### src/dtap_regs.vh
`ifndef DTAP_REGS_VH
`define DTAP_REGS_VH

// Register select decode.
`define DTAP_RS_DATA        1'b0
`define DTAP_RS_CTRL        1'b1

// Control word A fields.
`define DTAP_CRA_TONE_OUTPUT_ENABLE       0
`define DTAP_CRA_CPMODE     1
`define DTAP_CRA_IRQEN      2
`define DTAP_CRA_BANK       3

// Control word B fields.
`define DTAP_CRB_BURST_OFF  0
`define DTAP_CRB_RX_OFF     1
`define DTAP_CRB_SINGLE     2
`define DTAP_CRB_GROUP      3

// Transceiver state fields.
`define DTAP_ST_IRQ         0
`define DTAP_ST_TX_EMPTY    1
`define DTAP_ST_RX_FULL     2
`define DTAP_ST_STEER       3

// Reset values.
`define DTAP_CTRL_RST       4'h0
`define DTAP_DIGIT_RST      4'h0
`define DTAP_STATE_RST      4'h2

// Timing: clock in MHz, durations in microseconds.
`define DTAP_CLK_MHZ        200
`define DTAP_BURST_US       51000
`define DTAP_GTP_US         40
`define DTAP_GTA_US         40

`endif

### src/dtap_host_port.v
// How it works
// [RQ1] Host times custom bursts with burst off.
// [RQ2] Single-tone mode outputs one group tone.
// [RQ3] Low strobe pin at select: strobe timing.
// [RQ4] High strobe pin at select: separate strobes.
// [RQ5] Address latched per detected bus type.
// [RQ6] Status updates without host strobe activity.
// [RQ7] Host gives a real select falling edge.
// [RQ8] One register access per select assertion.
// [RQ9] Receive digit holds last valid code.
// [RQ10] Transmit digit write picks tone pair.
// [RQ11] Bank bit steers one write to B.
// [RQ12] Status register reports transceiver state.
// [RQ13] Host initialises both control words first.
// [RQ14] Interrupt on valid digit or burst ready.
// [RQ15] Pin may copy call-progress square wave.
// [RQ16] Alert pin only pulls low or floats.
// [RQ17] Write: select 0 transmit, 1 control.
// [RQ18] Read: select 0 receive, 1 status.
// [RQ19] Too-short tone leaves receive digit alone.
// [RQ20] Valid tone latches its code.
// [RQ21] Code kept until next valid tone.
// [RQ22] Short dropout neither ends tone nor changes.
// [RQ23] Control A b2 enables interrupt pin.
// [RQ24] Control A b1 selects call-progress mode.
// [RQ25] Control B b0 high disables burst mode.
// [RQ26] Control B b2 selects single tone.
// [RQ27] Bus type holds for the whole assertion.
`include "dtap_regs.vh"
`default_nettype none
module dtap_host_port #(
    parameter BURST_CYC = `DTAP_BURST_US * `DTAP_CLK_MHZ,
    parameter GTP_CYC   = `DTAP_GTP_US * `DTAP_CLK_MHZ,
    parameter GTA_CYC   = `DTAP_GTA_US * `DTAP_CLK_MHZ
) (
    input  wire       core_clk,
    input  wire       rst_b,
    input  wire       cs_b,
    input  wire       strobe_or_read_pin,
    input  wire       rw_or_write_pin,
    input  wire       register_select_line,
    input  wire [3:0] data_in,
    output reg  [3:0] data_out_ff,
    output reg        data_oe_b_ff,
    output reg        alert_tone_pin_out_ff,
    output reg        alert_tone_pin_oe_b_ff,
    input  wire       tone_present,
    input  wire [3:0] tone_code,
    input  wire       cp_square,
    output reg  [3:0] tx_code_ff,
    output reg        tone_output_enable_ff,
    output reg        single_tone_ff,
    output reg        tone_group_ff,
    output reg        rx_power_down_ff,
    output reg        tone_detect_mode_bit_ff
);
    localparam ST_IDLE  = 2'd0;
    localparam ST_TONE  = 2'd1;
    localparam ST_PAUSE = 2'd2;

    // Pin inputs cross into the core clock through two flops.
    wire [8:0] pins_s;
    dtap_sync2 #(
        .W (9)
    ) u_sync (
        .core_clk    (core_clk),
        .rst_b       (rst_b),
        .async_in    ({cp_square, data_in, register_select_line,
                       rw_or_write_pin, strobe_or_read_pin, cs_b}),
        .sync_out_ff (pins_s)
    );
    wire       cs_s  = pins_s[0];
    wire       sor_s = pins_s[1];
    wire       rw_s  = pins_s[2];
    wire       rs_s  = pins_s[3];
    wire [3:0] d_s   = pins_s[7:4];
    wire       cp_s  = pins_s[8];

    reg        cs_prv_ff;
    reg        split_ff;
    reg        rs_ff;
    reg        act_ff;
    reg        done_ff;
    reg        rd_ff;
    reg [3:0]  wdat_ff;
    reg [3:0]  cra_ff;
    reg [3:0]  crb_ff;
    reg        bank_pointer_bit_ff;
    reg [3:0]  rx_digit_ff;
    reg [3:0]  state_ff;
    reg [1:0]  burst_st_ff;
    reg [31:0] burst_cnt_ff;
    reg [31:0] guard_cnt_ff;

    wire cs_fall = cs_prv_ff & ~cs_s;

    // Strobe decode under the bus style caught at the last select edge.
    wire is_rd = split_ff ? ~sor_s : rw_s;
    // The write qualifier sits on the same pin in both bus styles.
    wire is_wr = ~rw_s;
    wire stb   = split_ff ? (~sor_s | ~rw_s) : sor_s;
    wire start = ~cs_s & ~cs_fall & ~act_ff & ~done_ff & stb;
    wire fin   = act_ff & (~stb | cs_s);
    wire wr_go = fin & ~rd_ff;
    wire rd_go = fin & rd_ff;
    wire wr_tx = wr_go & (rs_ff == `DTAP_RS_DATA);
    wire wr_ct = wr_go & (rs_ff == `DTAP_RS_CTRL);

    wire tone_output_enable     = cra_ff[`DTAP_CRA_TONE_OUTPUT_ENABLE];
    wire cp_mode  = cra_ff[`DTAP_CRA_CPMODE];
    wire irq_en   = cra_ff[`DTAP_CRA_IRQEN];
    wire burst_on = ~crb_ff[`DTAP_CRB_BURST_OFF];
    // Call-progress mode blinds the digit detector as well as power down.
    wire rx_on    = ~crb_ff[`DTAP_CRB_RX_OFF] & ~cp_mode; // RQ24
    wire steer    = state_ff[`DTAP_ST_STEER];

    // Burst and pause last twice as long in call-progress mode.
    wire [31:0] burst_len = cp_mode ? (BURST_CYC * 2) : BURST_CYC;

    // A digit is taken on the last cycle of an unbroken present guard.
    wire rx_valid = ~steer & rx_on & tone_present &
                    (guard_cnt_ff == GTP_CYC - 1);
    wire rx_gone  = steer & ~tone_present &
                    (guard_cnt_ff == GTA_CYC - 1);
    // Ready is flagged only once the pause has run out in full.
    wire tx_ready = (burst_st_ff == ST_PAUSE) &
                    (burst_cnt_ff == 32'h0000_0000);

    // Bus access framing.
    always @(posedge core_clk) begin
        if (!rst_b) begin
            // The synchroniser also resets low, so a low start here keeps
            // reset release from looking like a select falling edge.
            cs_prv_ff <= 1'b0;
            split_ff  <= 1'b0;
            rs_ff     <= 1'b0;
            act_ff    <= 1'b0;
            done_ff   <= 1'b0;
            rd_ff     <= 1'b0;
            wdat_ff   <= 4'h0;
        end else begin
            cs_prv_ff <= cs_s;
            if (cs_fall) begin
                split_ff <= sor_s; // RQ3 RQ4 RQ27
                rs_ff    <= rs_s; // RQ5
                done_ff  <= 1'b0;
            end else if (cs_s) begin
                done_ff <= 1'b0;
            end
            if (start) begin
                act_ff <= 1'b1;
                rd_ff  <= is_rd & ~(is_wr & ~split_ff);
                // Strobe-style buses keep address stable until the strobe.
                if (!split_ff) begin
                    rs_ff <= rs_s; // RQ5
                end
            end
            if (act_ff && stb && !rd_ff) begin
                wdat_ff <= d_s;
            end
            if (fin) begin
                act_ff  <= 1'b0;
                // Done blocks a second strobe until select goes high again.
                done_ff <= ~cs_s; // RQ8
            end
        end
    end

    // Read data drive; the bus floats outside a read strobe.
    // The word is refreshed every cycle, so it already stands when drive starts.
    always @(posedge core_clk) begin
        if (!rst_b) begin
            data_out_ff  <= 4'h0;
            data_oe_b_ff <= 1'b1;
        end else begin
            if (rs_ff == `DTAP_RS_DATA) begin
                data_out_ff <= rx_digit_ff; // RQ18
            end else begin
                data_out_ff <= state_ff; // RQ18 RQ12
            end
            data_oe_b_ff <= ~(act_ff & rd_ff & ~fin);
        end
    end

    // Control words share one address.
    // Every write to A reloads the pointer, and one write to B returns it.
    always @(posedge core_clk) begin
        if (!rst_b) begin
            cra_ff              <= `DTAP_CTRL_RST;
            crb_ff              <= `DTAP_CTRL_RST;
            bank_pointer_bit_ff <= 1'b0;
        end else if (wr_ct) begin // RQ17
            if (bank_pointer_bit_ff) begin
                crb_ff              <= wdat_ff; // RQ11
                bank_pointer_bit_ff <= 1'b0; // RQ11
            end else begin
                cra_ff              <= wdat_ff;
                bank_pointer_bit_ff <= wdat_ff[`DTAP_CRA_BANK]; // RQ11
            end
        end
    end

    // Transmitter and burst timer.
    always @(posedge core_clk) begin
        if (!rst_b) begin
            tx_code_ff   <= `DTAP_DIGIT_RST;
            burst_st_ff  <= ST_IDLE;
            burst_cnt_ff <= 32'h0000_0000;
        end else if (!tone_output_enable) begin
            // Powering the transmitter down clears the digit.
            tx_code_ff   <= `DTAP_DIGIT_RST;
            burst_st_ff  <= ST_IDLE;
            burst_cnt_ff <= 32'h0000_0000;
        end else if (wr_tx) begin // RQ17
            tx_code_ff <= wdat_ff; // RQ10
            if (burst_on) begin
                burst_st_ff  <= ST_TONE; // RQ25
                burst_cnt_ff <= burst_len - 32'h0000_0001;
            end else begin
                burst_st_ff <= ST_IDLE;
            end
        end else begin
            case (burst_st_ff)
                ST_IDLE: begin
                    // Idling at zero keeps a stale count from flagging ready.
                    burst_cnt_ff <= 32'h0000_0000;
                end
                ST_TONE: begin
                    if (burst_cnt_ff == 32'h0000_0000) begin
                        burst_st_ff  <= ST_PAUSE;
                        burst_cnt_ff <= burst_len - 32'h0000_0001;
                    end else begin
                        burst_cnt_ff <= burst_cnt_ff - 32'h0000_0001;
                    end
                end
                ST_PAUSE: begin
                    if (burst_cnt_ff == 32'h0000_0000) begin
                        burst_st_ff <= ST_IDLE;
                    end else begin
                        burst_cnt_ff <= burst_cnt_ff - 32'h0000_0001;
                    end
                end
                default: begin
                    burst_st_ff <= ST_IDLE;
                end
            endcase
        end
    end

    // Tone output steering to the synthesiser.
    always @(posedge core_clk) begin
        if (!rst_b) begin
            tone_output_enable_ff   <= 1'b0;
            single_tone_ff          <= 1'b0;
            tone_group_ff           <= 1'b0;
            rx_power_down_ff        <= 1'b1;
            tone_detect_mode_bit_ff <= 1'b0;
        end else begin
            // Without burst mode the host gates the tone through this bit.
            tone_output_enable_ff   <= tone_output_enable & (~burst_on |
                                       (burst_st_ff == ST_TONE)); // RQ25 RQ1
            single_tone_ff          <= crb_ff[`DTAP_CRB_SINGLE]; // RQ26 RQ2
            tone_group_ff           <= crb_ff[`DTAP_CRB_GROUP]; // RQ2
            rx_power_down_ff        <= crb_ff[`DTAP_CRB_RX_OFF];
            tone_detect_mode_bit_ff <= cp_mode; // RQ24
        end
    end

    // Receive steering: present and absent guard times.
    always @(posedge core_clk) begin
        if (!rst_b) begin
            guard_cnt_ff <= 32'h0000_0000;
            rx_digit_ff  <= `DTAP_DIGIT_RST;
        end else if (!steer) begin
            // The present guard counts unbroken tone only; a gap starts it afresh.
            if (!(rx_on && tone_present) || rx_valid) begin
                guard_cnt_ff <= 32'h0000_0000; // RQ19
            end else begin
                guard_cnt_ff <= guard_cnt_ff + 32'h0000_0001;
            end
            if (rx_valid) begin
                rx_digit_ff <= tone_code; // RQ20 RQ9
            end
        end else begin
            // A dropout shorter than the absent guard restarts the count.
            if (tone_present || rx_gone) begin
                guard_cnt_ff <= 32'h0000_0000; // RQ22 RQ21
            end else begin
                guard_cnt_ff <= guard_cnt_ff + 32'h0000_0001;
            end
        end
    end

    // Transceiver state flags change on hardware events and also on host reads and writes.
    // A read clears its flag at the strobe end; an event landing between the
    // host's sample and that end is lost, so the host should poll once more.
    always @(posedge core_clk) begin
        if (!rst_b) begin
            state_ff <= `DTAP_STATE_RST;
        end else begin
            // Set wins over a read clear arriving in the same cycle.
            if (rx_valid || (tx_ready && burst_on)) begin
                state_ff[`DTAP_ST_IRQ] <= 1'b1; // RQ14 RQ6
            end else if (rd_go && rs_ff == `DTAP_RS_CTRL) begin
                state_ff[`DTAP_ST_IRQ] <= 1'b0;
            end
            if (tx_ready || !tone_output_enable) begin
                state_ff[`DTAP_ST_TX_EMPTY] <= 1'b1; // RQ12
            end else if (wr_tx && burst_on) begin
                state_ff[`DTAP_ST_TX_EMPTY] <= 1'b0;
            end
            if (rx_valid) begin
                state_ff[`DTAP_ST_RX_FULL] <= 1'b1; // RQ12
            end else if (rd_go && rs_ff == `DTAP_RS_DATA) begin
                state_ff[`DTAP_ST_RX_FULL] <= 1'b0;
            end
            if (rx_valid) begin
                state_ff[`DTAP_ST_STEER] <= 1'b1;
            end else if (rx_gone || !rx_on) begin
                state_ff[`DTAP_ST_STEER] <= 1'b0;
            end
        end
    end

    // Shared alert pin: open drain, pulls low or floats.
    always @(posedge core_clk) begin
        if (!rst_b) begin
            alert_tone_pin_out_ff  <= 1'b0;
            alert_tone_pin_oe_b_ff <= 1'b1;
        end else begin
            alert_tone_pin_out_ff <= 1'b0; // RQ16
            if (!irq_en) begin
                alert_tone_pin_oe_b_ff <= 1'b1; // RQ23
            end else if (cp_mode) begin
                // The synchronised comparator steers the pull-down directly.
                alert_tone_pin_oe_b_ff <= cp_s; // RQ15
            end else begin
                alert_tone_pin_oe_b_ff <= ~state_ff[`DTAP_ST_IRQ]; // RQ14 RQ23
            end
        end
    end
endmodule
`default_nettype wire

### src/dtap_sync2.v
`default_nettype none
module dtap_sync2 #(
    parameter W = 1
) (
    input  wire         core_clk,
    input  wire         rst_b,
    input  wire [W-1:0] async_in,
    output reg  [W-1:0] sync_out_ff
);
    // The first stage feeds only the second stage.
    reg [W-1:0] meta_ff;

    always @(posedge core_clk) begin
        if (!rst_b) begin
            meta_ff     <= {W{1'b0}};
            sync_out_ff <= {W{1'b0}};
        end else begin
            meta_ff     <= async_in;
            sync_out_ff <= meta_ff;
        end
    end
endmodule
`default_nettype wire

### config.mk
export PLATFORM = sky130hd
export DESIGN_NAME = dtap_host_port
export DESIGN_NICKNAME = d
export VERILOG_FILES = /design/src/dtap_host_port.v /design/src/dtap_sync2.v
export VERILOG_INCLUDE_DIRS = /design/src
export SDC_FILE = /design/constraint.sdc
export NUM_CORES = 1
export LEC_CHECK = 0
export ABC_AREA = 1
export ABC_CLOCK_PERIOD_IN_PS = 2800
export BUFFER_PORTS_ARGS = -buffer_cell sky130_fd_sc_hd__buf_2
export CAP_MARGIN = 15
export CORE_ASPECT_RATIO = 1.25
export CORE_MARGIN = 10
export CORE_UTILIZATION = 40
export CTS_BUF_LIST = sky130_fd_sc_hd__clkbuf_16
export CTS_CLUSTER_SIZE = 28
export DETAILED_ROUTE_END_ITERATION = 10
export PLACE_DENSITY = 0.55
export SYNTH_ARGS = -nofsm -noshare
export SYNTH_HDL_FRONTEND = slang
export SYNTH_SLANG_ARGS = --single-unit
### constraint.sdc
create_clock -name core_clk -period 2.8 [get_ports core_clk]
set_input_delay 0.28 -clock core_clk [delete_from_list [all_inputs] [get_ports core_clk]]
set_output_delay 0.28 -clock core_clk [all_outputs]
set_load 0.03 [all_outputs]
==> results of run 1 <==
kinds of logic after synthesis:
| kind of cell | synth area share [%] |
|---|---|
| flops | 41.99 |
| xor+xnor | 6.467 |
| other cells | 0.06293 |
| simple gates | 31.07 |
| compound gates | 10.58 |
| buf+inv | 8.776 |
| fa+ha+maj | 1.050 |
power by group through the flow:
stage | combinational (W) | sequential (W) | clock (W)
floorplan | 0.0000828 | 0.00186 | 0
global placement | 0.000118 | 0.00185 | 0
detailed placement | 0.000120 | 0.00185 | 0
CTS | 0.000121 | 0.00181 | 0.00205
global route | 0.000137 | 0.00182 | 0.00213
finish | 0.000118 | 0.00181 | 0.00199
registers in the layout, summed over array words and instances, names as in the netlist, 2 cells and up:
name and count:
u_sync.meta_ff 9, state_ff 4, burst_cnt_ff 32, burst_st_ff 2, data_out_ff 4, wdat_ff 4
cra_ff 3, crb_ff 4, tx_code_ff 4, u_sync.sync_out_ff 9, guard_cnt_ff 32, rx_digit_ff 4
worst max path at each step:
| stage | endpoint | slack [ns] | startpoint |
|---|---|---|---|
| 2_1_floorplan | burst_cnt_ff[7]$_SDFFE_PN0P_ | 1.04 | burst_cnt_ff[0]$_SDFFE_PN0P_ |
| 5_1_grt | burst_cnt_ff[14]$_SDFFE_PN0P_ | 0.47 | split_ff$_SDFFE_PN0P_ |
| 3_3_place_gp | burst_cnt_ff[6]$_SDFFE_PN0P_ | 0.73 | burst_cnt_ff[0]$_SDFFE_PN0P_ |
| 4_1_cts | burst_cnt_ff[24]$_SDFFE_PN0P_ | 0.68 | split_ff$_SDFFE_PN0P_ |
| 3_5_place_dp | burst_cnt_ff[24]$_SDFFE_PN0P_ | 0.68 | split_ff$_SDFFE_PN0P_ |
| 6_report | burst_cnt_ff[28]$_SDFFE_PN0P_ | 0.70 | burst_cnt_ff[0]$_SDFFE_PN0P_ |
stage by stage:
| stage | utilization, % | hold slack, ns | instance area [sq um] |
|---|---|---|---|
| after floorplan | - | 0.3776 | 5959 |
| after global placement | 43.18 | 0.3948 | 6275 |
| after detailed placement | 43.18 | 0.3960 | 6275 |
| after CTS | 46.92 | 0.02282 | 6818 |
| after global routing | 46.92 | 0.04681 | 6818 |
| final | 46.92 | 0.03909 | 6818 |
final cells by class:
| type | count | area [sq um] |
|---|---|---|
| inverter | 116 | 435.4 |
| multi-input combinational | 579 | 2934 |
| clock buffer | 17 | 425.4 |
| fill | 1494 | 7712 |
| timing repair buffer | 34 | 180.2 |
| clock inverter | 15 | 117.6 |
| tap | 178 | 222.7 |
| sequential | 125 | 2502 |
metal layers:
metal / part of all wire, % / GRT usage [%]
met1: 43 / 16.62
met2: 50 / 25.17
met3: 3.8 / 3.381
met4: 2.8 / 7.271
met5: 0 / 0
placed cells by master (no fill, tap or decap), drive strengths merged, types with 2 or more instances in the layout:
cell type	count
clkbuf	17
a211oi	4
a31oi	2
o21ai	56
nand3	37
clkinvlp	2
inv	121
and2	2
nor4	4
or2	2
a21oi	51
nor3b	2
o21a	3
and3	2
clkinv	8
nand4	24
nand2	158
buf	34
nor2	146
ha	5
nor3	32
xnor2	6
xor2	38
dfxtp	125
worst register-to-register path: stages (launching register included):
cell and delay (ns):
dfxtp_1 0.31, inv_1 0.10, ha_1 0.21, nand2_2 0.13, nor2_1 0.21, nand3_1 0.12
nor3_1 0.53, nand2_1 0.11, o21bai_1 0.18, nand2_1 0.08, nor2_2 0.07
==> metrics.md, run 1 <==
| Metric | Value |
|---|---|
| Status | `complete, no violations` |
| Setup bufs post-CTS | `0` |
| Main synth FF type | `dfxtp_1` |
| Sw Ratio | `24.13%` |
| Register area share after synthesis | `41.99%` |
| Pre-CTS setup slack | `0.6831 ns` |
| Nets | `a little under 900` |
| HP Class | `input pin to register` |
| CP Max Fanout | `4` |
| DP Cell Count | `about 1000` |
| Largest net degree at the start of global routing | `45` |
| Worst r2r src | `burst_cnt_ff[0]$_SDFFE_PN0P_` |
| Post-cts sizing count | `0` |
| Die Y | `156.5 microns` |
| # IOs | `32` |
| Hpwl dp | `10660 microns` |
| Clock latency at the later pin of the worst-skew pair | `0.42 ns` |
| Slew HR | `55.50%` |
| WP data arrival | `around 2.5 ns` |
| HP Start | `register_select_line` |
| Cell taking the most area after synthesis | `dfxtp_1` |
| First-pass GRT wire length | `24120 microns` |
| Final setup fails | `0` |
| WL per Instance | `13.32 microns` |
| Worst Setup Slack, final | `0.6992 ns` |
| Yosys top cell area share | `between 40% and 50%` |
| TritonCTS Sinks | `125` |
| Initial Util | `41.01%` |
| Peak Freq | `~480 MHz` |
| Total power draw | `0.003925 W` |
| Crit path top cell by count | `nand2_1` |
| Total track usage | `14.65%` |
| WS Path Type | `register to register` |
| H-tree Lvls | `4` |
| Logic gate share of total power | `3.0%` |
| Clock group share of total power | `50.7%` |
| Hold_buf cts | `0` |
| Max capacitance violation total | `0` |
| Initial drt markers | `~300` |
| Crit-path slowest cell | `nor3_1` |
| Post-Layout Cell Count | `roughly 1100` |
| Via count | `5274` |
| Stages on worst setup path | `10` |
| Period minus WS final | `2.101 ns` |
| Initial antenna violation count | `0` |
| Layout cells sized above 1 | `9.819%` |
| Root buf cell | `clkbuf_16` |
| P_leak | `3.049 nW` |
| Worst hold endpoint | `u_sync.meta_ff[3]$_SDFF_PN0_` |
| DRC | `0` |
| Vias in the first global route | `5128` |
| Measured slew at the worst slew-check pin | `roughly 0.66 ns` |
| Yosys Warn Count | `0` |
| RSZ-0062 raised after global routing | `false` |
| Die X-Extent | `129.2 microns` |
| Psw | `around 0.00095 W` |
| Clock Skew | `between 0.008 and 0.009 ns` |
| Post-Syn Area | `0.005959 sq mm` |
| Post-synth EDFFs | `0` |
| Vias per cell | `around 5` |
| Crit path buf inv count | `1` |
| Grt total ovfl | `0` |
| Worst vdd ir | `between 0.3 and 0.4 mV` |
| Port buffer count | `30` |
| Ranking of synthesized cells by area | `dfxtp_1 (42%), nand2_1 (9.6%), nor2_1 (8.6%)` |
| Sequential share of power | `46.2%` |
| CP max stage delay | `0.53 ns` |
| Most frequent cell after synthesis | `nand2_1` |
| P_int | `0.002978 W` |
| CTS tree | `done` |
| Endpoints failing hold | `0` |
| Post-synth cell types | `43` |
| CP Data Required Time | `3.16 ns` |
| Top Family by Delay on Critical Path | `simple AND/OR/NAND/NOR gates` |
| Slack of the worst reg-to-reg path | `around 0.70 ns` |
| Post-Route WL | `about 14000 microns` |
| Hold path depth | `3` |
| Final setup TNS | `0 ns` |
| Core Rows | `49` |
| Gate Count Post-Synth | `roughly 840` |
| GP Congestion | `0.9051` |
| CTS max path bufs | `2` |
| Startpoint types | `register` |
| Die area | `0.02021 sq mm` |
| Count of pins over their slew limit | `0` |
| Worst reg2reg path depth | `10` |
| First-pass DRT Iterations | `4` |
| Crit path cell chain | `inv_1, ha_1, nand2_2, nor2_1, nand3_1, nor3_1, nand2_1, o21bai_1, nand2_1, nor2_2` |
| Final period utilization | `75.03%` |
| Clock Pin Slew Worst Setup and Hold Paths | `about 0.060 ns` |
| Reg2Reg Capture Point | `burst_cnt_ff[28]$_SDFFE_PN0P_` |
| FF+latch count, synth | `125` |
| Async set-reset flop share out of synthesis | `0%` |
| Num CTS Buffers | `17` |
| Most instantiated cells after synthesis | `nand2_1 (153), nor2_1 (137), dfxtp_1 (125)` |
| Crit. End Element | `register` |
| PwrDens | `575.6 mW/mm^2` |
| Placeable Area | `0.01453 sq mm` |
| Area delta synth->final | `14.40%` |
| Synthesized net count | `858` |
| DRT antenna net count | `0` |
| Diode count | `0` |
| Syn_area_per_cell | `7.120 sq um` |
No activity file was read; power rests on OpenSTA's default activity.
==> inputs of run 2 (changes only) <==
--- a/config.mk
+++ b/config.mk
@@ -6,8 +6,8 @@
 export SDC_FILE = /design/constraint.sdc
 export NUM_CORES = 1
 export LEC_CHECK = 0
-export ABC_AREA = 1
-export ABC_CLOCK_PERIOD_IN_PS = 2800
+export ABC_AREA = 0
+export ABC_CLOCK_PERIOD_IN_PS = 2100
 export BUFFER_PORTS_ARGS = -buffer_cell sky130_fd_sc_hd__buf_2
 export CAP_MARGIN = 15
 export CORE_ASPECT_RATIO = 1.25
==> constraint.sdc (replaced) <==
create_clock -name core_clk -period 2.1 [get_ports core_clk]
set_input_delay 0.21 -clock core_clk [delete_from_list [all_inputs] [get_ports core_clk]]
set_output_delay 0.21 -clock core_clk [all_outputs]
set_load 0.03 [all_outputs]
==> run 2 against run 1 <==
Against the previous run: the flow now finishes with violations (setup timing); clock power increased by 50%; sequential share of layout area fell by 5.3 points; routed wire length grew 17%; first-iteration DRC count up 2.6%; final cell count is 7.8% lower; via count grew 2.4%; final area grew 17%; clock skew grew 0.0014 ns; area after synthesis is 7.2% lower; setup slack worse by 0.90 ns; fmax decreased by 8.5%; critical endpoint is now burst_cnt_ff[17]$_SDFFE_PN0P_.
==> metrics.md, run 2 <==
| Metric | Value |
|---|---|
| Cell taking the most area after synthesis | `dfxtp_1` |
| Die X-Extent | `roughly 130 microns` |
| TritonCTS Sinks | `125` |
| Pre-CTS setup slack | `-0.3210 ns` |
| Die Y | `151.5 microns` |
| Total power draw | `0.005570 W` |
| Hold_ws | `0.04918 ns` |
| Root buf cell | `clkbuf_16` |
| Vias in the first global route | `approximately 5500` |
| Register area | `0.002509 sq mm` |
| Biggest regs | `burst_cnt_ff (32), guard_cnt_ff (32)` |
| HP Class | `input pin to register` |
| Vias per cell | `about 5.5` |
| WL per Instance | `16.87 microns` |
| Main synth FF type | `dfxtp_1` |
| PwrDens | `697.0 mW/mm^2` |
| WS Path Type | `register to register` |
| Yosys top cell area share | `45.24%` |
| Crit path cell chain | `inv_2, ha_4, nor4b_4, nand4_4, or4_4, a21boi_4, buf_12, a21oi_2, o221a_2` |
| CTS max path bufs | `2` |
| Die area | `approximately 0.019 sq mm` |
| Via count | `5402` |
| Measured slew at the worst slew-check pin | `0.7715 ns` |
| Final period utilization | `109.4%` |
| Synthesized net count | `659` |
| CP max stage delay | `0.49 ns` |
| Max capacitance violation total | `0` |
| Worst Setup Slack, final | `-0.1969 ns` |
| Period minus WS final | `2.297 ns` |
| RSZ-0062 raised after global routing | `true` |
| Gate Count Post-Synth | `about 640` |
| Post-synth cell types | `55` |
| Hpwl dp | `11130 microns` |
| Yosys Warn Count | `0` |
| Startpoint types | `register` |
| Largest net degree at the start of global routing | `33` |
| Post-Route WL | `approximately 17000 microns` |
| Clock group share of total power | `53.5%` |
| Ranking of synthesized cells by area | `dfxtp_1 (45%), nor2_1 (5.8%), a21oi_1 (4.6%)` |
| # IOs | `32` |
| Post-Syn Area | `~0.0055 sq mm` |
| CTS tree | `done` |
| GP Congestion | `0.9023` |
| Syn_area_per_cell | `8.670 sq um` |
| Post-synth EDFFs | `0` |
| Initial Util | `40.40%` |
| Nets | `814` |
| P_leak | `3.227 nW` |
| Hold path depth | `3` |
| Diode count | `0` |
| Top Family by Delay on Critical Path | `simple AND/OR/NAND/NOR gates` |
| Grt total ovfl | `0` |
| Worst reg2reg path depth | `9` |
| Most instantiated cells after synthesis | `dfxtp_1 (125), nor2_1 (86), a21oi_1 (51)` |
| DRT antenna net count | `0` |
| Register area share after synthesis | `about 45%` |
| Fill cell count | `1242` |
| Most frequent cells in the layout | `dfxtp_1 (120), buf_4 (96), nor2_1 (71)` |
| Status | `complete, but fails checks` |
| Area of the multi-input gates | `0.003319 sq mm` |
| Layout cells sized above 1 | `about a third` |
| Clock Skew | `between 0.009 and 0.01 ns` |
| Most frequent cell after synthesis | `dfxtp_1` |
| Logic gate share of total power | `3.4%` |
| Async set-reset flop share out of synthesis | `0%` |
| Failing checks | `setup timing` |
| WP data arrival | `2.61 ns` |
| Port buffer count | `30` |
| Area delta synth->final | `44.47%` |
| P_int | `0.004275 W` |
| Initial drt markers | `315` |
| Core Rows | `48` |
| FF+latch count, synth | `125` |
| Commonest non-fill, non-tap cell in the layout | `dfxtp_1` |
| Crit-path slowest cell | `or4_4` |
| Initial antenna violation count | `0` |
| Clock Pin Slew Worst Setup and Hold Paths | `0.06 ns` |
| Crit path buf inv count | `2` |
| CP Max Fanout | `6` |
| DRC | `0` |
| H-tree Lvls | `4` |
| Final setup fails | `26` |
| Slew HR | `48.44%` |
| First-pass DRT Iterations | `5` |
| First-pass GRT wire length | `26610 microns` |
| Total track usage | `between 10% and 20%` |
| Psw | `0.001296 W` |
| Stages on worst setup path | `9` |
| Sequential share of power | `43.2%` |
| Peak Freq | `435.4 MHz` |
| CP Data Required Time | `about 2.4 ns` |
| Crit. End Element | `register` |
| Sw Ratio | `23.26%` |
| Placeable Area | `around 0.014 sq mm` |
| Worst vdd ir | `0.4410 mV` |
| Count of pins over their slew limit | `0` |
| Endpoints failing hold | `0` |
| Clock latency at the later pin of the worst-skew pair | `0.43 ns` |
| Num CTS Buffers | `17` |
==> run 2: cell count changes in the layout (fill, tap and decap cells not counted), sizes merged, moves of 12 or more <==
cell / before / now
nor4: 4 / 22
inv: 121 / 29
buf: 34 / 146
nor2: 146 / 86
o21ai: 56 / 34
nor3: 32 / 20
nand4: 24 / 11
nand2: 158 / 40
xor2: 38 / 21
mux2i: 0 / 21
and2: 2 / 23
==> run 2: worst register-to-register path, cell delays in order (launching register included) <==
cell and delay (ns):
dfxtp_2 0.33, inv_2 0.06, ha_4 0.12, nor4b_4 0.29, nand4_4 0.15, or4_4 0.49
a21boi_4 0.24, buf_12 0.17, a21oi_2 0.04, o221a_2 0.30
==> run 2: area by class of cell <==
class | instances | area share [%]
multi-input cells | 470 | 41.54
flip-flops and latches | 125 | 31.39
repair buffers | 157 | 15.74
clock buffers | 17 | 5.323
well taps | 175 | 2.740
clock inverters | 15 | 2.239
inverters | 22 | 1.033
==> run 2: worst paths after layout <==
kind	startpoint	end	slack [ns]
setup / recovery	burst_cnt_ff[0]$_SDFFE_PN0P_	burst_cnt_ff[17]$_SDFFE_PN0P_	-0.20
hold / removal	tone_code[0]	rx_digit_ff[0]$_SDFFE_PN0P_	0.05
setup reg to reg	burst_cnt_ff[0]$_SDFFE_PN0P_	burst_cnt_ff[17]$_SDFFE_PN0P_	-0.20
hold reg to reg	u_sync.meta_ff[3]$_SDFF_PN0_	u_sync.sync_out_ff[3]$_SDFF_PN0_	0.43
==> run 2: cell families after synthesis <==
family / after synthesis / share of synthesized area [%]
simple gates: 278 / 26.35
compound gates: 126 / 14.36
flops: 125 / 45.24
buf+inv: 46 / 3.348
xor+xnor: 36 / 5.700
mux: 21 / 3.800
fa+ha+maj: 5 / 1.131
other cells: 1 / 0.06779
==> run 2: metrics by stage <==
stage	instance area [sq um]	setup TNS (ns)	util, %	instances
finish	7991	-2.461	58.36	981
global placement	6644	-4.674	48.52	919
global route	7991	-5.565	58.36	981
detailed placement	6644	-6.178	48.52	919
CTS	7710	-4.144	56.30	975
floorplan	5649	-3.951	-	638
==> run 2: layer usage <==
metal	wire (microns)	vias to the layer above	GRT usage (%)
met1	6817	2570	18.51
met2	8351	160	30.20
met3	654	66	4.072
met4	728	0	11.19
met5	0	-	0
li1	-	2606	-
==> run 2: power groups by stage <==
stage / clock (W) / sequential [W] / combinational [W]
2_1_floorplan: 0 / 0.00246 / 0.0000810
3_3_place_gp: 0 / 0.00246 / 0.000126
3_5_place_dp: 0 / 0.00246 / 0.000128
4_1_cts: 0.00304 / 0.00240 / 0.000164
5_1_grt: 0.00315 / 0.00241 / 0.000203
6_report: 0.00298 / 0.00240 / 0.000187
==> run 2: timing repair <==
| action | in CTS | in global routing |
|---|---|---|
| hold endpoints to repair | 9 | 0 |
| buffers inserted | 11 | 4 |
| gates resized for setup | 58 | 50 |
| endpoints found under the setup margin | 47 | 68 |
| hold buffers | 9 | 0 |
| gates cloned | 4 | 3 |
| pin swaps | 22 | 23 |
==> inputs of run 3 (changes only) <==
--- a/config.mk
+++ b/config.mk
@@ -17,6 +17,7 @@
 export CTS_CLUSTER_SIZE = 28
 export DETAILED_ROUTE_END_ITERATION = 10
 export PLACE_DENSITY = 0.55
+export SKIP_LAST_GASP = 1
 export SYNTH_ARGS = -nofsm -noshare
 export SYNTH_HDL_FRONTEND = slang
 export SYNTH_SLANG_ARGS = --single-unit
==> run 3 against run 2 <==
Against the previous run: the flow still finishes with violations (setup timing); sequential share of layout area rose by 0.15 points; fmax up 0.13%; hold slack got worse by 0.0017 ns; combinational power barely moved; global-route usage barely moved; die area unchanged; sequential power is essentially flat; clock-buffer cell count unchanged; critical path depth unchanged; clock skew fell by 0.0028 ns; first-iteration DRC count fell by 7.6%.
==> metrics.md, run 3 (synthesized netlist as in run 2, its figures left out) <==
| Metric | Value |
|---|---|
| Status | `complete, but fails checks` |
| Failing checks | `setup timing` |
| Peak Freq | `~440 MHz` |
| HP Class | `input pin to register` |
| Via count | `5379` |
| # IOs | `32` |
| Reg2Reg Capture Point | `burst_cnt_ff[17]$_SDFFE_PN0P_` |
| Crit path cell chain | `inv_2, ha_4, nor4b_4, nand4_4, or4_4, a21boi_4, buf_12, a21oi_2, o221a_2` |
| Worst reg2reg path depth | `9` |
| Hold path depth | `3` |
| Crit. End Element | `register` |
| Biggest regs | `burst_cnt_ff (32), guard_cnt_ff (32)` |
| RSZ-0062 raised after global routing | `true` |
| Worst r2r src | `burst_cnt_ff[1]$_SDFFE_PN0P_` |
| Pre-CTS setup slack | `-0.3210 ns` |
| WL per Instance | `16.74 microns` |
| Die Y | `around 150 microns` |
| PwrDens | `700.2 mW/mm^2` |
| Hpwl dp | `11130 microns` |
| Worst vdd ir | `0.4410 mV` |
| DRT antenna net count | `0` |
| Measured slew at the worst slew-check pin | `0.6792 ns` |
| Root buf cell | `clkbuf_16` |
| Initial drt markers | `just under 300` |
| Grt total ovfl | `0` |
| Period minus WS final | `2.294 ns` |
| Clock Pin Slew Worst Setup and Hold Paths | `0.06 ns` |
| WP data arrival | `2.61 ns` |
| CP max stage delay | `0.49 ns` |
| Diode count | `0` |
| Max capacitance violation total | `0` |
| Total power draw | `0.005570 W` |
| Area delta synth->final | `43.79%` |
| WS Path Type | `register to register` |
| Largest net degree at the start of global routing | `33` |
| Placeable Area | `0.01369 sq mm` |
| HP Start | `tone_code[0]` |
| Die area | `approximately 0.019 sq mm` |
| Core Rows | `48` |
| Slack of the worst reg-to-reg path | `-0.19 ns` |
| Num CTS Buffers | `17` |
| CTS tree | `done` |
| Most frequent cells in the layout | `dfxtp_1 (120), buf_4 (97), nor2_1 (72)` |
| Crit-path slowest cell | `or4_4` |
| First-pass GRT wire length | `roughly 27000 microns` |
| Endpoints failing hold | `0` |
| CP Data Required Time | `2.41 ns` |
| Crit. Startpoint | `burst_cnt_ff[1]$_SDFFE_PN0P_` |
| Final period utilization | `109.2%` |
| Nets | `around 810` |
| Clock Skew | `0.006632 ns` |
| CP Max Fanout | `6` |
| Commonest non-fill, non-tap cell in the layout | `dfxtp_1` |
| Slew HR | `54.61%` |
| H-tree Lvls | `4` |
| DRC | `0` |
| Total track usage | `17.26%` |
| GP Congestion | `about 0.9` |
| Die X-Extent | `125.2 microns` |
| Final setup fails | `25` |
| Post-Route WL | `16430 microns` |
| TritonCTS Sinks | `125` |
| Initial antenna violation count | `0` |
| First-pass DRT Iterations | `5` |
| Initial Util | `roughly two fifths` |
| Vias per cell | `5.483` |
| P_leak | `3.225 nW` |
| Post-DP Area | `0.006644 sq mm` |
| Final instance area | `0.007954 sq mm` |
| Post-Layout Cell Count | `981` |
| Vias in the first global route | `5477` |
| Clock latency at the later pin of the worst-skew pair | `roughly 0.42 ns` |
| DP Cell Count | `919` |
| Startpoint types | `register` |
| Count of pins over their slew limit | `0` |
| Final setup TNS | `-2.532 ns` |
| Worst hold endpoint | `rx_digit_ff[0]$_SDFFE_PN0P_` |
| Layout cells sized above 1 | `33.75%` |
| Worst Setup Slack, final | `-0.1939 ns` |
| Port buffer count | `30` |
| CTS max path bufs | `2` |
[run 3: area by class of cell]
cell class                      instances  area (sq um)
Inverter                               22         82.58
Sequential cell                       125          2509
Fill cell                            1246          5739
Multi-Input combinational cell        470          3286
Timing Repair Buffer                  157          1254
Clock buffer                           17         425.4
Tap cell                              175         219.0
Clock inverter                         15         178.9
[run 3: power breakdown]
group,internal [W],leakage [nW],switching [W]
combinational,0.0000911,1.92,0.0000941
clock,0.00179,0.291,0.00119
sequential,0.00239,1.01,0.0000102
[run 3: timing repair]
item                                    in CTS  in global routing
hold buffers                                 9                  0
resized for setup                           55                 43
endpoints found under the setup margin      47                 68
setup buffers                               11                  4
hold endpoints to repair                     9                  0
pin swaps                                   22                 22
cloned                                       4                  3
[run 3: stage by stage]
step / hold WS [ns] / utilization [%]
2_1_floorplan: 0.3056 / -
3_5_place_dp: 0.4169 / 48.52
5_1_grt: 0.05150 / 58.09
3_3_place_gp: 0.4163 / 48.52
6_report: 0.04749 / 58.09
4_1_cts: 0.02974 / 56.21
[run 3: layer usage]
metal | track usage (%) | wire length, microns
met1 | 18.58 | 6721
met2 | 30.07 | 8190
met3 | 4.003 | 738
met4 | 11.19 | 774
met5 | 0 | 0
[run 3: how the worst max path moves through the flow]
| stage | end | slack, ns | cells past startpoint |
|---|---|---|---|
| after CTS | burst_cnt_ff[29]$_SDFFE_PN0P_ | -0.23 | 7 |
| after global placement | burst_cnt_ff[29]$_SDFFE_PN0P_ | -0.31 | 7 |
| after detailed placement | burst_cnt_ff[29]$_SDFFE_PN0P_ | -0.32 | 7 |
| after global routing | burst_cnt_ff[17]$_SDFFE_PN0P_ | -0.26 | 9 |
| after floorplan | burst_cnt_ff[17]$_SDFFE_PN0P_ | -0.19 | 9 |
| final | burst_cnt_ff[17]$_SDFFE_PN0P_ | -0.19 | 9 |
[run 3: critical path, delay by kind of cell, from the launching register on]
family	cells	cell delay, ns
AOI/OAI and AO/OA	3	0.57
DFF	1	0.33
adders and majority gates	1	0.12
buffers and inverters	2	0.23
and+or+nand+nor	3	0.93
